--- src/include/wct_pkg.sv ---
// Purpose: constants, types and helpers of the weigh timing block
// Assumes: settings packed decimal, weights binary
// Notes: offsets are word indices in the shared data area
package wct_pkg;
  // register word offsets
  localparam logic [7:0] OFS_INHIBIT = 8'h14;
  localparam logic [7:0] OFS_COMPARE = 8'h15;
  localparam logic [7:0] OFS_PULSE = 8'h16;
  localparam logic [7:0] OFS_JOG = 8'h17;
  localparam logic [7:0] OFS_INTERVAL = 8'h18;
  localparam logic [7:0] OFS_CONFIG = 8'h19;
  localparam logic [7:0] OFS_NET_LO = 8'h2c;
  localparam logic [7:0] OFS_NET_HI = 8'h2d;
  localparam logic [7:0] OFS_GROSS_LO = 8'h2e;
  localparam logic [7:0] OFS_GROSS_HI = 8'h2f;
  // values after reset
  localparam logic [15:0] RST_INHIBIT = 16'h0050;
  localparam logic [15:0] RST_COMPARE = 16'h0150;
  localparam logic [15:0] RST_PULSE = 16'h0300;
  localparam logic [15:0] RST_JOG = 16'h0100;
  localparam logic [15:0] RST_INTERVAL = 16'h0101;
  localparam logic [15:0] RST_CONFIG = 16'h0000;
  localparam logic [15:0] RST_LIMIT_LO = 16'h9999;
  localparam logic [15:0] RST_LIMIT_HI = 16'h0009;
  // config word fields
  localparam int CFG_MODE_LSB = 0;
  localparam int CFG_NZ_CHECK = 2;
  localparam int CFG_WV_CHECK = 3;
  localparam int CFG_JOG_ON = 4;
  localparam int CFG_SEQ_MODE = 5;
  localparam int CFG_NET = 6;
  // status word seven fields
  localparam int ST7_NET_OVER = 10;
  localparam int ST7_GROSS_OVER = 12;
  // sequence error codes
  localparam logic [3:0] ERR_NONE = 4'h0;
  localparam logic [3:0] ERR_STOP_AT_START = 4'h1;
  localparam logic [3:0] ERR_NEAR_ZERO = 4'h4;
  localparam logic [3:0] ERR_START_WEIGHT = 4'h5;
  // timing: one timer step is 10 ms
  localparam int STEP_MS = 10;
  localparam int CLK_MHZ = 125;
  localparam int STEP_CYCLES = STEP_MS * 1000 * CLK_MHZ;
  localparam int TIMERS = 4;
  localparam int T_INHIBIT = 0;
  localparam int T_COMPARE = 1;
  localparam int T_PULSE = 2;
  localparam int T_JOG = 3;

  typedef enum logic [1:0] {
    CPL_TIMER,
    CPL_TIMER_AND_STABLE,
    CPL_TIMER_OR_STABLE,
    CPL_RESERVED
  } wct_cpl_mode_t;

  typedef enum {
    ST_IDLE,
    ST_FEED,
    ST_INHIBIT,
    ST_COMPARE,
    ST_JOG
  } wct_state_t;

  function automatic logic [9:0] bcd3_to_bin(input logic [11:0] d);
    bcd3_to_bin = 10'(d[11:8] * 7'd100) + 10'(d[7:4] * 4'd10) + 10'(d[3:0]);
  endfunction

  function automatic logic [16:0] bcd5_to_bin(input logic [3:0] hi, input logic [15:0] lo);
    bcd5_to_bin = 17'(hi * 17'd10000) + 17'(lo[15:12] * 17'd1000) + 17'(lo[11:8] * 17'd100)
      + 17'(lo[7:4] * 17'd10) + 17'(lo[3:0]);
  endfunction
endpackage

--- src/wct_timer.sv ---
// Purpose: decimal preset down-timer counted in 10 ms steps
// Assumes: step is a one-cycle enable from the step divider
// Notes: a preset of zero finishes one cycle after start
`timescale 1ns/1ps
`default_nettype none
module wct_timer (
  // clock and reset
  input wire logic clock,
  input wire logic rst,
  // control
  input wire logic start,
  input wire logic step,
  input wire logic [11:0] preset,
  // status
  output logic busy,
  output logic done
);
  typedef struct packed {
    logic [9:0] cnt;
    logic busy;
    logic done;
  } wct_timer_st_t;

  wct_timer_st_t s_r, s_nxt;

  always_comb begin
    s_nxt = s_r;
    s_nxt.done = 1'b0;
    if (start) begin
      // three decimal digits, one lsb per step: see [RL17]
      s_nxt.cnt = wct_pkg::bcd3_to_bin(preset);
      s_nxt.busy = (wct_pkg::bcd3_to_bin(preset) != 10'h000);
      s_nxt.done = (wct_pkg::bcd3_to_bin(preset) == 10'h000);
    end else if (s_r.busy && step) begin
      s_nxt.cnt = s_r.cnt - 10'h001;
      if (s_r.cnt == 10'h001) begin
        s_nxt.busy = 1'b0;
        s_nxt.done = 1'b1;
      end
    end
  end

  always_ff @(posedge clock) begin
    if (rst) begin
      s_r <= '0;
    end else begin
      s_r <= s_nxt;
    end
  end

  assign busy = s_r.busy;
  assign done = s_r.done;
endmodule
`default_nettype wire

--- src/wct_every_n.sv ---
// Purpose: fires on every Nth event, N given as two decimal digits
// Assumes: event is a one-cycle pulse
// Notes: N of zero never fires; fire is combinational with the event
`timescale 1ns/1ps
`default_nettype none
module wct_every_n (
  // clock and reset
  input wire logic clock,
  input wire logic rst,
  // events
  input wire logic event_in,
  input wire logic [7:0] setting,
  // result
  output logic fire
);
  typedef struct packed {
    logic [6:0] cnt;
  } wct_every_st_t;

  wct_every_st_t s_r, s_nxt;
  logic [6:0] n;

  always_comb begin
    n = 7'(setting[7:4] * 4'd10) + 7'(setting[3:0]);
    s_nxt = s_r;
    fire = 1'b0;
    if (event_in && n != 7'h00) begin
      if (s_r.cnt + 7'h01 >= n) begin
        fire = 1'b1;
        s_nxt.cnt = 7'h00;
      end else begin
        s_nxt.cnt = s_r.cnt + 7'h01;
      end
    end
  end

  always_ff @(posedge clock) begin
    if (rst) begin
      s_r <= '0;
    end else begin
      s_r <= s_nxt;
    end
  end
endmodule
`default_nettype wire

--- src/wct_top.sv ---
// Purpose: comparison timing, judgement, auto zero, start checks, jog, alarms
// Assumes: host and weight inputs share this clock
// Notes: ten millisecond step divider shared by all timers
// Behaviour
// [RL1] inhibit then compare interval suspend comparison
// [RL2] completion by selected mode, held programmable time
// [RL3] judge only at measurement completion
// [RL4] judging interval: 00 off, N every Nth
// [RL5] capture sample only on judgement
// [RL6] auto zero interval: 00 off, N every Nth
// [RL7] gross zeroes digitally, net subtracts tare
// [RL8] near zero check refuses start, error 4
// [RL9] start weight at first setpoint, error 5
// [RL10] auto jog only in sequence mode, switchable
// [RL11] under restarts final feed until jog timer
// [RL12] jog timer range 0.00 to 9.99
// [RL13] net over alarm at status bit 10
// [RL14] gross over alarm at status bit 12
// [RL15] near zero when weight at most setting
// [RL16] under when below final minus tolerance
// [RL17] timers three decimal digits, 10 ms step
// [RL18] host writes packed decimal, five digits split
`timescale 1ns/1ps
`default_nettype none
module wct_top #(
  parameter int STEP_CYCLES = wct_pkg::STEP_CYCLES
) (
  // clock and reset
  input wire logic clock,
  input wire logic rst,
  // shared data area access
  input wire logic wr_en,
  input wire logic rd_en,
  input wire logic [7:0] addr,
  input wire logic [15:0] wr_data,
  output logic [15:0] rd_data,
  // sequence control
  input wire logic start_req,
  input wire logic stop_req,
  input wire logic valve_switch,
  input wire logic stable,
  // weights and set values, binary
  input wire logic [16:0] net_weight,
  input wire logic [16:0] gross_weight,
  input wire logic [16:0] final_value,
  input wire logic [16:0] first_setpoint,
  input wire logic [16:0] over_tol,
  input wire logic [16:0] under_tol,
  input wire logic [16:0] near_zero_setting,
  // sequence outputs
  output logic busy,
  output logic compare_suspended,
  output logic complete_out,
  output logic final_feed_output,
  output logic [3:0] seq_error_code,
  // judgement and zeroing
  output logic judge_over,
  output logic judge_go,
  output logic judge_under,
  output logic sample_capture,
  output logic digital_zero,
  output logic tare_subtract,
  output logic near_zero,
  // status
  output logic [15:0] status_word_seven
);
  typedef struct packed {
    wct_pkg::wct_state_t state;
    logic [20:0] div;
    logic step;
    logic elapsed;
    logic [15:0] inhibit_t;
    logic [15:0] compare_t;
    logic [15:0] pulse_t;
    logic [15:0] jog_t;
    logic [15:0] interval;
    logic [15:0] config_w;
    logic [15:0] net_lo;
    logic [15:0] net_hi;
    logic [15:0] gross_lo;
    logic [15:0] gross_hi;
    logic [15:0] rd_data;
    logic [3:0] err;
    logic feed;
    logic j_over;
    logic j_go;
    logic j_under;
    logic sample;
    logic dzero;
    logic tare;
    logic nz;
    logic [15:0] st7;
  } wct_top_st_t;

  wct_top_st_t s_r, s_nxt;
  logic [wct_pkg::TIMERS-1:0] t_start, t_busy, t_done;
  logic [11:0] t_preset [wct_pkg::TIMERS];
  logic judge_event, judge_fire, az_event, az_fire;
  logic [16:0] weight, net_limit, gross_limit;
  logic is_under, is_over, cpl_cond;
  wct_pkg::wct_cpl_mode_t mode;

  assign t_preset[wct_pkg::T_INHIBIT] = s_r.inhibit_t[11:0];
  assign t_preset[wct_pkg::T_COMPARE] = s_r.compare_t[11:0];
  assign t_preset[wct_pkg::T_PULSE] = s_r.pulse_t[11:0];
  // jog duration 0.00 to 9.99 in steps: see [RL12]
  assign t_preset[wct_pkg::T_JOG] = s_r.jog_t[11:0];

  genvar gi;
  generate
    for (gi = 0; gi < wct_pkg::TIMERS; gi++) begin : g_tmr
      wct_timer u_tmr (
        .clock(clock),
        .rst(rst),
        .start(t_start[gi]),
        .step(s_r.step),
        .preset(t_preset[gi]),
        .busy(t_busy[gi]),
        .done(t_done[gi])
      );
    end
  endgenerate

  // judging interval counts completions: see [RL4]
  wct_every_n u_judge (
    .clock(clock),
    .rst(rst),
    .event_in(judge_event),
    .setting(s_r.interval[7:0]),
    .fire(judge_fire)
  );

  // auto zero interval counts started processes: see [RL6]
  wct_every_n u_az (
    .clock(clock),
    .rst(rst),
    .event_in(az_event),
    .setting(s_r.interval[15:8]),
    .fire(az_fire)
  );

  always_comb begin
    mode = wct_pkg::wct_cpl_mode_t'(s_r.config_w[wct_pkg::CFG_MODE_LSB +: 2]);
    weight = s_r.config_w[wct_pkg::CFG_NET] ? net_weight : gross_weight;
    // limits arrive as four low digits plus one high digit: see [RL18]
    net_limit = wct_pkg::bcd5_to_bin(s_r.net_hi[3:0], s_r.net_lo);
    gross_limit = wct_pkg::bcd5_to_bin(s_r.gross_hi[3:0], s_r.gross_lo);
    // sums kept one bit wider so no tolerance wraps
    is_over = {1'b0, weight} > ({1'b0, final_value} + {1'b0, over_tol});
    is_under = ({1'b0, weight} + {1'b0, under_tol}) < {1'b0, final_value}; // see [RL16]
    case (mode)
      wct_pkg::CPL_TIMER: cpl_cond = s_r.elapsed;
      wct_pkg::CPL_TIMER_AND_STABLE: cpl_cond = s_r.elapsed && stable;
      wct_pkg::CPL_TIMER_OR_STABLE: cpl_cond = s_r.elapsed || stable;
      default: cpl_cond = s_r.elapsed;
    endcase
    s_nxt = s_r;
    t_start = '0;
    judge_event = 1'b0;
    az_event = 1'b0;
    s_nxt.sample = 1'b0;
    s_nxt.dzero = 1'b0;
    s_nxt.tare = 1'b0;

    // step divider: one pulse per 10 ms
    if (s_r.div >= 21'(STEP_CYCLES - 1)) begin
      s_nxt.div = '0;
      s_nxt.step = 1'b1;
    end else begin
      s_nxt.div = s_r.div + 21'h000001;
      s_nxt.step = 1'b0;
    end

    // register writes and reads
    if (wr_en) begin
      case (addr)
        wct_pkg::OFS_INHIBIT: s_nxt.inhibit_t = wr_data;
        wct_pkg::OFS_COMPARE: s_nxt.compare_t = wr_data;
        wct_pkg::OFS_PULSE: s_nxt.pulse_t = wr_data;
        wct_pkg::OFS_JOG: s_nxt.jog_t = wr_data;
        wct_pkg::OFS_INTERVAL: s_nxt.interval = wr_data;
        wct_pkg::OFS_CONFIG: s_nxt.config_w = wr_data;
        wct_pkg::OFS_NET_LO: s_nxt.net_lo = wr_data;
        wct_pkg::OFS_NET_HI: s_nxt.net_hi = wr_data;
        wct_pkg::OFS_GROSS_LO: s_nxt.gross_lo = wr_data;
        wct_pkg::OFS_GROSS_HI: s_nxt.gross_hi = wr_data;
        default: ;
      endcase
    end
    if (rd_en) begin
      case (addr)
        wct_pkg::OFS_INHIBIT: s_nxt.rd_data = s_r.inhibit_t;
        wct_pkg::OFS_COMPARE: s_nxt.rd_data = s_r.compare_t;
        wct_pkg::OFS_PULSE: s_nxt.rd_data = s_r.pulse_t;
        wct_pkg::OFS_JOG: s_nxt.rd_data = s_r.jog_t;
        wct_pkg::OFS_INTERVAL: s_nxt.rd_data = s_r.interval;
        wct_pkg::OFS_CONFIG: s_nxt.rd_data = s_r.config_w;
        wct_pkg::OFS_NET_LO: s_nxt.rd_data = s_r.net_lo;
        wct_pkg::OFS_NET_HI: s_nxt.rd_data = s_r.net_hi;
        wct_pkg::OFS_GROSS_LO: s_nxt.rd_data = s_r.gross_lo;
        wct_pkg::OFS_GROSS_HI: s_nxt.rd_data = s_r.gross_hi;
        default: s_nxt.rd_data = 16'h0000;
      endcase
    end

    // continuous flags
    s_nxt.nz = (weight <= near_zero_setting); // see [RL15]
    s_nxt.st7 = 16'h0000;
    s_nxt.st7[wct_pkg::ST7_NET_OVER] = (net_weight > net_limit); // see [RL13]
    s_nxt.st7[wct_pkg::ST7_GROSS_OVER] = (gross_weight > gross_limit); // see [RL14]

    // compare timer end latches elapsed for the completion mode: see [RL2]
    if (t_done[wct_pkg::T_COMPARE]) begin
      s_nxt.elapsed = 1'b1;
    end

    case (s_r.state)
      wct_pkg::ST_IDLE: begin
        if (start_req) begin
          if (stop_req) begin
            s_nxt.err = wct_pkg::ERR_STOP_AT_START;
          end else if (s_r.config_w[wct_pkg::CFG_NZ_CHECK] && !s_r.nz) begin
            s_nxt.err = wct_pkg::ERR_NEAR_ZERO; // see [RL8]
          end else if (s_r.config_w[wct_pkg::CFG_WV_CHECK] &&
                       ({1'b0, weight} + {1'b0, first_setpoint}) >= {1'b0, final_value}) begin
            // the lower code wins when both checks fail
            s_nxt.err = wct_pkg::ERR_START_WEIGHT; // see [RL9]
          end else begin
            s_nxt.err = wct_pkg::ERR_NONE;
            az_event = 1'b1;
            if (az_fire) begin
              s_nxt.dzero = !s_r.config_w[wct_pkg::CFG_NET]; // see [RL7]
              s_nxt.tare = s_r.config_w[wct_pkg::CFG_NET]; // see [RL7]
            end
            s_nxt.state = wct_pkg::ST_FEED;
          end
        end
      end
      wct_pkg::ST_FEED: begin
        if (valve_switch) begin
          t_start[wct_pkg::T_INHIBIT] = 1'b1; // see [RL1]
          s_nxt.state = wct_pkg::ST_INHIBIT;
        end
      end
      wct_pkg::ST_INHIBIT: begin
        if (t_done[wct_pkg::T_INHIBIT]) begin
          t_start[wct_pkg::T_COMPARE] = 1'b1; // see [RL1]
          s_nxt.elapsed = 1'b0;
          s_nxt.state = wct_pkg::ST_COMPARE;
        end
      end
      wct_pkg::ST_COMPARE: begin
        if (cpl_cond) begin
          t_start[wct_pkg::T_PULSE] = 1'b1; // see [RL2]
          judge_event = 1'b1; // see [RL3]
          s_nxt.state = wct_pkg::ST_IDLE;
          if (judge_fire) begin
            s_nxt.j_over = is_over;
            s_nxt.j_under = is_under;
            s_nxt.j_go = !is_over && !is_under;
            // sample taken in the same cycle that a jog restarts the feed: see [RL5]
            s_nxt.sample = 1'b1;
            if (is_under && s_r.config_w[wct_pkg::CFG_JOG_ON] && s_r.config_w[wct_pkg::CFG_SEQ_MODE]) begin
              t_start[wct_pkg::T_JOG] = 1'b1; // see [RL10]
              s_nxt.feed = 1'b1; // see [RL11]
              s_nxt.state = wct_pkg::ST_JOG;
            end
          end
        end
      end
      wct_pkg::ST_JOG: begin
        if (t_done[wct_pkg::T_JOG]) begin
          s_nxt.feed = 1'b0; // see [RL11]
          t_start[wct_pkg::T_INHIBIT] = 1'b1;
          s_nxt.state = wct_pkg::ST_INHIBIT;
        end
      end
      default: s_nxt.state = wct_pkg::ST_IDLE;
    endcase

    // stop aborts the sequence and final feed (running timers keep going) and clears a pending error unless a start comes with it while idle
    if (stop_req && s_r.state != wct_pkg::ST_IDLE) begin
      s_nxt.state = wct_pkg::ST_IDLE;
      s_nxt.feed = 1'b0;
      s_nxt.err = wct_pkg::ERR_NONE;
    end else if (stop_req && !start_req) begin
      s_nxt.err = wct_pkg::ERR_NONE;
    end
  end

  always_ff @(posedge clock) begin
    if (rst) begin
      s_r <= '0;
      s_r.state <= wct_pkg::ST_IDLE;
      s_r.inhibit_t <= wct_pkg::RST_INHIBIT;
      s_r.compare_t <= wct_pkg::RST_COMPARE;
      s_r.pulse_t <= wct_pkg::RST_PULSE;
      s_r.jog_t <= wct_pkg::RST_JOG;
      s_r.interval <= wct_pkg::RST_INTERVAL;
      s_r.config_w <= wct_pkg::RST_CONFIG;
      s_r.net_lo <= wct_pkg::RST_LIMIT_LO;
      s_r.net_hi <= wct_pkg::RST_LIMIT_HI;
      s_r.gross_lo <= wct_pkg::RST_LIMIT_LO;
      s_r.gross_hi <= wct_pkg::RST_LIMIT_HI;
    end else begin
      s_r <= s_nxt;
    end
  end

  // outputs
  assign rd_data = s_r.rd_data;
  assign busy = (s_r.state != wct_pkg::ST_IDLE);
  // held off through inhibit and compare time
  assign compare_suspended = t_busy[wct_pkg::T_INHIBIT] || t_busy[wct_pkg::T_COMPARE]
    || (s_r.state == wct_pkg::ST_INHIBIT);
  assign complete_out = t_busy[wct_pkg::T_PULSE];
  assign final_feed_output = s_r.feed;
  assign seq_error_code = s_r.err;
  assign judge_over = s_r.j_over;
  assign judge_go = s_r.j_go;
  assign judge_under = s_r.j_under;
  assign sample_capture = s_r.sample;
  assign digital_zero = s_r.dzero;
  assign tare_subtract = s_r.tare;
  assign near_zero = s_r.nz;
  assign status_word_seven = s_r.st7;
endmodule
`default_nettype wire

--- config.mk ---
export PLATFORM = sky130hd
export DESIGN_NAME = wct_top
export DESIGN_NICKNAME = d
export VERILOG_FILES = /design/src/include/wct_pkg.sv /design/src/wct_timer.sv /design/src/wct_every_n.sv /design/src/wct_top.sv
export SDC_FILE = /design/constraint.sdc
export NUM_CORES = 1
export LEC_CHECK = 0
export BUFFER_PORTS_ARGS = -buffer_cell sky130_fd_sc_hd__clkbuf_2
export CORE_MARGIN = 3
export CORE_UTILIZATION = 50
export DETAILED_ROUTE_END_ITERATION = 12
export HOLD_SLACK_MARGIN = 0.06
export PLACE_DENSITY = 0.71
export RECOVER_POWER = 100
export SLEW_MARGIN = 20
export SYNTH_ARGS = -nofsm -noshare
export SYNTH_HDL_FRONTEND = slang
export SYNTH_HIERARCHICAL = 1
export SYNTH_SLANG_ARGS = --single-unit
--- constraint.sdc ---
create_clock -name clock -period 5.3 [get_ports clock]
set_input_delay 0.53 -clock clock [delete_from_list [all_inputs] [get_ports clock]]
set_output_delay 0.53 -clock clock [all_outputs]
set_load 0.01 [all_outputs]
---- Yosys cells after proc, flatten, opt, wreduce, memory -nomap -nowiden ----
Index checks and enable logic that the tools add are counted.
word-level totals
  logic and storage cells ................. 256
  register bits ........................... 320
  output and inout bits ................... 47
operators by class
  eq/ne operators ......................... 31
  bitwise operators ....................... 5
  $mul .................................... 18
  reduce and logical (&&, ||, !) cells .... 66
  multiplexer cells ....................... 60
  add/subtract/negate cells ............... 28
  $lt $le $gt $ge ......................... 9
operators with widths
  kind                                                number
  two-way mux 32 bit                                  8
  case mux 16 bit (10 select lines)                   1
  case mux 32 bit (5 select lines)                    1
  two-way mux 12 bit                                  8
  == test 32 x 2 -> 1 bit, second input constant      2
  == test 32 x 3 -> 1 bit, second input constant      2
  adder 17 x 17 -> 18 bit                             3
  == test 8 x 5 -> 1 bit, second input constant       6
  multiplier 4 x 3 -> 7 bit, second input constant    6
  adder 10 x 4 -> 10 bit                              4
  adder 10 x 8 -> 10 bit                              4
  == test 10 x 1 -> 1 bit, second input constant      4
  logical NOT 10 bit                                  4
  nonzero test 10 bit                                 4
  subtractor 10 x 1 -> 10 bit, second input constant  4
  adder 17 x 11 -> 17 bit                             2
  adder 17 x 14 -> 17 bit                             2
  adder 17 x 4 -> 17 bit                              2
  adder 17 x 8 -> 17 bit                              2
  > comparator 17 bit                                 2
  == test 32 x 1 -> 1 bit, second input constant      1
  == test 8 x 6 -> 1 bit, second input constant       4
  logical NOT 32 bit                                  1
  multiplier 4 x 5 -> 8 bit, second input constant    4
  other kinds (38)                                    136

---- Logic depth before layout (Yosys ltp) ----
  depth after elaboration ................. 13
  gate-level depth with buffers ........... 28
  depth with buffers taken out ............ 27

---- Hierarchy ----
The synthesis kept the hierarchy.
modules (own cells, without submodules)
  module       cells an instance  area an instance (sq um)  seq. area each (sq um)  times used
  wct_top      2,255              18,136.1                  4,284.1                 1
  wct_timer    144                1,306.3                   240.2                   4
  wct_every_n  86                 772.0                     140.1                   2

---- Worst setup path after synthesis ----
No wires, ideal clock.
  kind .................................... reg-to-reg
  start ................................... register s_r[105] in the netlist's numbering
  end ..................................... register s_r, in the netlist status_word_seven[10]
  arrival ................................. 5,147 ps
  cell stages (with the launch flop) ...... 25
  setup time .............................. 134 ps
  period minus slack after synthesis ...... 5,281 ps
  path slack .............................. 19 ps
  required time ........................... 5,166 ps
  buffers on the path ..................... 0
  cells stage by stage .................... dfxtp_1 fa_1 inv_1 fa_1 inv_1 ha_1 a21oi_1 nor2b_1 nor2_1 o21bai_1 a21o_1 a21oi_1 xnor2_1 ha_1 ha_1 ha_1 nor3_1 o2111ai_1 a31o_2 a21oi_1 xnor2_1 ha_1 and4_1 a221oi_1 a211oi_1
between the ends
  word-level cells in the longest chain between the ends .. 6
ends and longest elaborated chain
  element                     RTL line        text
  start, declared             wct_top.sv:95   wct_top_st_t s_r, s_nxt;
  start signal, assigned      wct_top.sv:306  s_r <= s_nxt;
  multiplier 4 x 7 -> 11 bit  wct_pkg.sv:70   bcd5_to_bin = 17'(hi * 17'd10000) + 17'(lo[15:12] * 17'd1000) + 17'(lo[11:8] * 17'd100)
  adder 17 x 14 -> 17 bit     wct_pkg.sv:70
  adder 17 x 11 -> 17 bit     wct_pkg.sv:70
  adder 17 x 8 -> 17 bit      wct_pkg.sv:71   + 17'(lo[7:4] * 17'd10) + 17'(lo[3:0]);
  adder 17 x 4 -> 17 bit      wct_pkg.sv:71
  > comparator 17 bit         wct_top.sv:209  s_nxt.st7[wct_pkg::ST7_NET_OVER] = (net_weight > net_limit);
Every way passes these cells.
A chain may end at the register's enable or synchronous reset.

---- Final worst setup path ----
  start ................................... register s_r[106] in the netlist's numbering
  end ..................................... register s_r, in the netlist status_word_seven[10]
Same word-level chain as after synthesis.

==> results.rst <==
.. list-table::
   :header-rows: 1

   * - Metric
     - Value
   * - Status
     - finished, violations left
   * - Violated checks
     - max-capacitance violations, max-slew violations, negative setup slack
   * - Clock-pin slew on the worst setup and hold paths
     - 70 ps
   * - Final hold violation count
     - 0
   * - GRT met3 Usage
     - 3.408%
   * - Cell area after synthesis
     - between 0.02 and 0.025 mm²
   * - Worst Setup Slack, final
     - -48.18 ps
   * - First-pass DRT Iterations
     - 7
   * - Quantity of hold-fixing buffers added after cts
     - 0
   * - Total routing resource utilization after global routing
     - 27.50%
   * - Final core occ
     - 59.03%
   * - Layout Cell Area excl Fill
     - 0.02896 mm²
   * - Layout cell share with drive strength beyond 1
     - 16.25%
   * - Post-detail-place hpwl
     - 58.33 mm
   * - Worst setup EP type
     - flip-flop
   * - CTS Buf Count
     - 31
   * - Worst hold margin
     - 224.1 ps
   * - Total number of vias
     - approximately 23000
   * - Vias per inst
     - just under 6
   * - Busiest grt layer
     - met2
   * - Final standard cell count with taps included and fillers excluded
     - roughly 3900
   * - Most common cell after layout, fill and taps aside
     - sky130_fd_sc_hd__nand2_1
   * - Post-route minimum period
     - between 5000 and 6000 ps
   * - First-pass GRT wire length
     - 117.7 mm
   * - Count of final max-slew check failures
     - 26
   * - Global routing met2 resource utilization
     - 47.50%
   * - Number of ports placed on the die boundary
     - 198
   * - Antenna violations before repair
     - 3
   * - Setup slack after placement
     - -487.6 ps
   * - Final weighted congestion of routability-driven global placement
     - 0.9599
   * - Met1 track demand over resource in global routing
     - between 30% and 40%
   * - Routed WL per cell
     - 19.15 µm
   * - Worst hold path stage count
     - 2
   * - Worst Max-Slew Pin Slew
     - 1768 ps
   * - Multi-input logic area
     - roughly 0.019 mm²
   * - Drt first-iter violations
     - about 1600
   * - Storage element area
     - 0.005519 mm²
   * - Placement row count
     - 81
   * - RSZ-0062 raised after global routing
     - yes
   * - Final setup TNS
     - -48.18 ps
   * - Clock tree root buffer cell
     - sky130_fd_sc_hd__clkbuf_16
   * - Maximum clock insertion buffer count
     - 3
   * - Power density of the placed cells
     - between 150 and 200 mW/mm²
   * - Die Span X
     - 229.0 µm
   * - Later-pin clock latency in the skew report
     - 580 ps
   * - Hold crit path type
     - input port to flip-flop
   * - Post-placement cell count
     - a little under 4000
   * - Synth-to-layout area growth
     - 16.41%
   * - Number of max-cap violations
     - 3
   * - Startpoint type of the worst setup path
     - flip-flop
   * - Overall Power
     - 5.483 mW
   * - Mean area per synthesized cell
     - 8.291 µm²
   * - Count of warnings emitted by yosys
     - 6
   * - Final Net Count
     - 3899
   * - Final antenna-violating net count
     - 0
   * - CTS tree
     - done
   * - Worst voltage drop across the vdd grid
     - roughly 230 µV
   * - Core region area
     - approximately 0.049 mm²
   * - CTS sink cnt
     - ~280
   * - Static power due to leakage
     - 12.91 nW
   * - Via count of the first global-routing pass
     - 22185
   * - Effective utilization at floorplan
     - around half
   * - Final Cycle Share
     - 100.9%
   * - Max FO, Critical Path
     - 5
   * - Residual DRC count
     - 0
   * - Global route overflow
     - 0
   * - PortBufs
     - around 180
   * - Largest net degree at the start of global routing
     - 204
   * - Required arrival time at the worst endpoint
     - between 5000 and 6000 ps
   * - Critical path start-end classification
     - flip-flop to flip-flop
   * - H-tree depth reported by CTS
     - 1
   * - Routed Wire Length
     - 75.43 mm
   * - Depth of the most critical reg-to-reg path
     - 22
   * - Chip Height
     - around 230 µm
   * - Arrival time reported for the critical path endpoint
     - 5770 ps
   * - Relative slew slack
     - -18.75%
   * - Final setup violation count
     - 1
   * - Max Clock Freq
     - roughly 190 MHz
   * - Top library cells by usage in the layout, fill and taps aside
     - sky130_fd_sc_hd__nand2_1 (401), sky130_fd_sc_hd__ha_1 (378), sky130_fd_sc_hd__a21oi_1 (297)
   * - Gate count after technology mapping
     - 3000
   * - Final setup skew
     - roughly 19 ps
   * - Die Area
     - around 0.052 mm²
   * - Placed Area
     - 0.02705 mm²
   * - Layout filler cell count
     - 4366
state kept, by name (all words and copies together) (netlist names), 2 cells and up:
name               flops
g_tmr.u_tmr/busy       4
u_az/s_r               7
s_r                  184
status_word_seven      2
seq_error_code         2
rd_data               16
g_tmr.u_tmr/done       3
g_tmr.u_tmr/s_r       40
mode                   2
u_judge/s_r            7
critical path, cell delays in order, from the launching register on:
cell	delay, ps
sky130_fd_sc_hd__dfxtp_2	340
sky130_fd_sc_hd__fa_1	580
sky130_fd_sc_hd__inv_1	80
sky130_fd_sc_hd__buf_4	140
sky130_fd_sc_hd__fa_1	500
sky130_fd_sc_hd__ha_4	300
sky130_fd_sc_hd__nor2b_2	120
sky130_fd_sc_hd__nor2_1	40
sky130_fd_sc_hd__o21bai_1	190
sky130_fd_sc_hd__buf_4	160
sky130_fd_sc_hd__xor2_2	140
sky130_fd_sc_hd__ha_1	280
sky130_fd_sc_hd__ha_4	260
sky130_fd_sc_hd__ha_4	250
sky130_fd_sc_hd__and2_1	160
sky130_fd_sc_hd__o21ai_2	170
sky130_fd_sc_hd__o21ai_2	110
sky130_fd_sc_hd__o41ai_2	380
sky130_fd_sc_hd__xor2_1	210
sky130_fd_sc_hd__ha_1	260
sky130_fd_sc_hd__and4_1	220
sky130_fd_sc_hd__a221oi_2	240
sky130_fd_sc_hd__a211oi_1	70
per-layer routing:
| metal | routed length [µm] | vias up |
|---|---|---|
| met5 | 11 | - |
| met4 | 3234 | 2 |
| met3 | 4740 | 174 |
| met2 | 36060 | 830 |
| met1 | 31390 | 10798 |
| li1 | - | 10960 |
path summary, 6_finish.rpt:
check	slack, ps	startpoint	to
max	-50	s_r[106]	status_word_seven[10]
max reg2reg	-50	s_r[106]	status_word_seven[10]
min reg2reg	460	s_r[91]	s_r[91]
min	220	rst	u_judge/s_r[0]
layout make-up:
cell class	count	area share [%]
repair buffers	344	7.324
flip-flops and latches	275	19.06
multi-input cells	2378	64.33
clock inverters	15	0.5617
clock buffers	41	2.982
well taps	664	2.869
inverters	220	2.852
diodes	2	0.01728
power by group:
part / total, mW / switching [mW] / internal (mW)
Clock: 2.19 / 0.905 / 1.29
Combinational: 1.19 / 0.654 / 0.533
Sequential: 2.11 / 0.0220 / 2.08
Total: 5.48 / 1.58 / 3.90
what timing repair did:
item | 4_1_cts | 5_1_grt
resized for setup | 41 | 116
pin swaps | 14 | 86
buffers inserted | 4 | 17
endpoints found under the setup margin | 22 | 24
gates cloned | 0 | 1
Power figures use the tool's default switching activity.
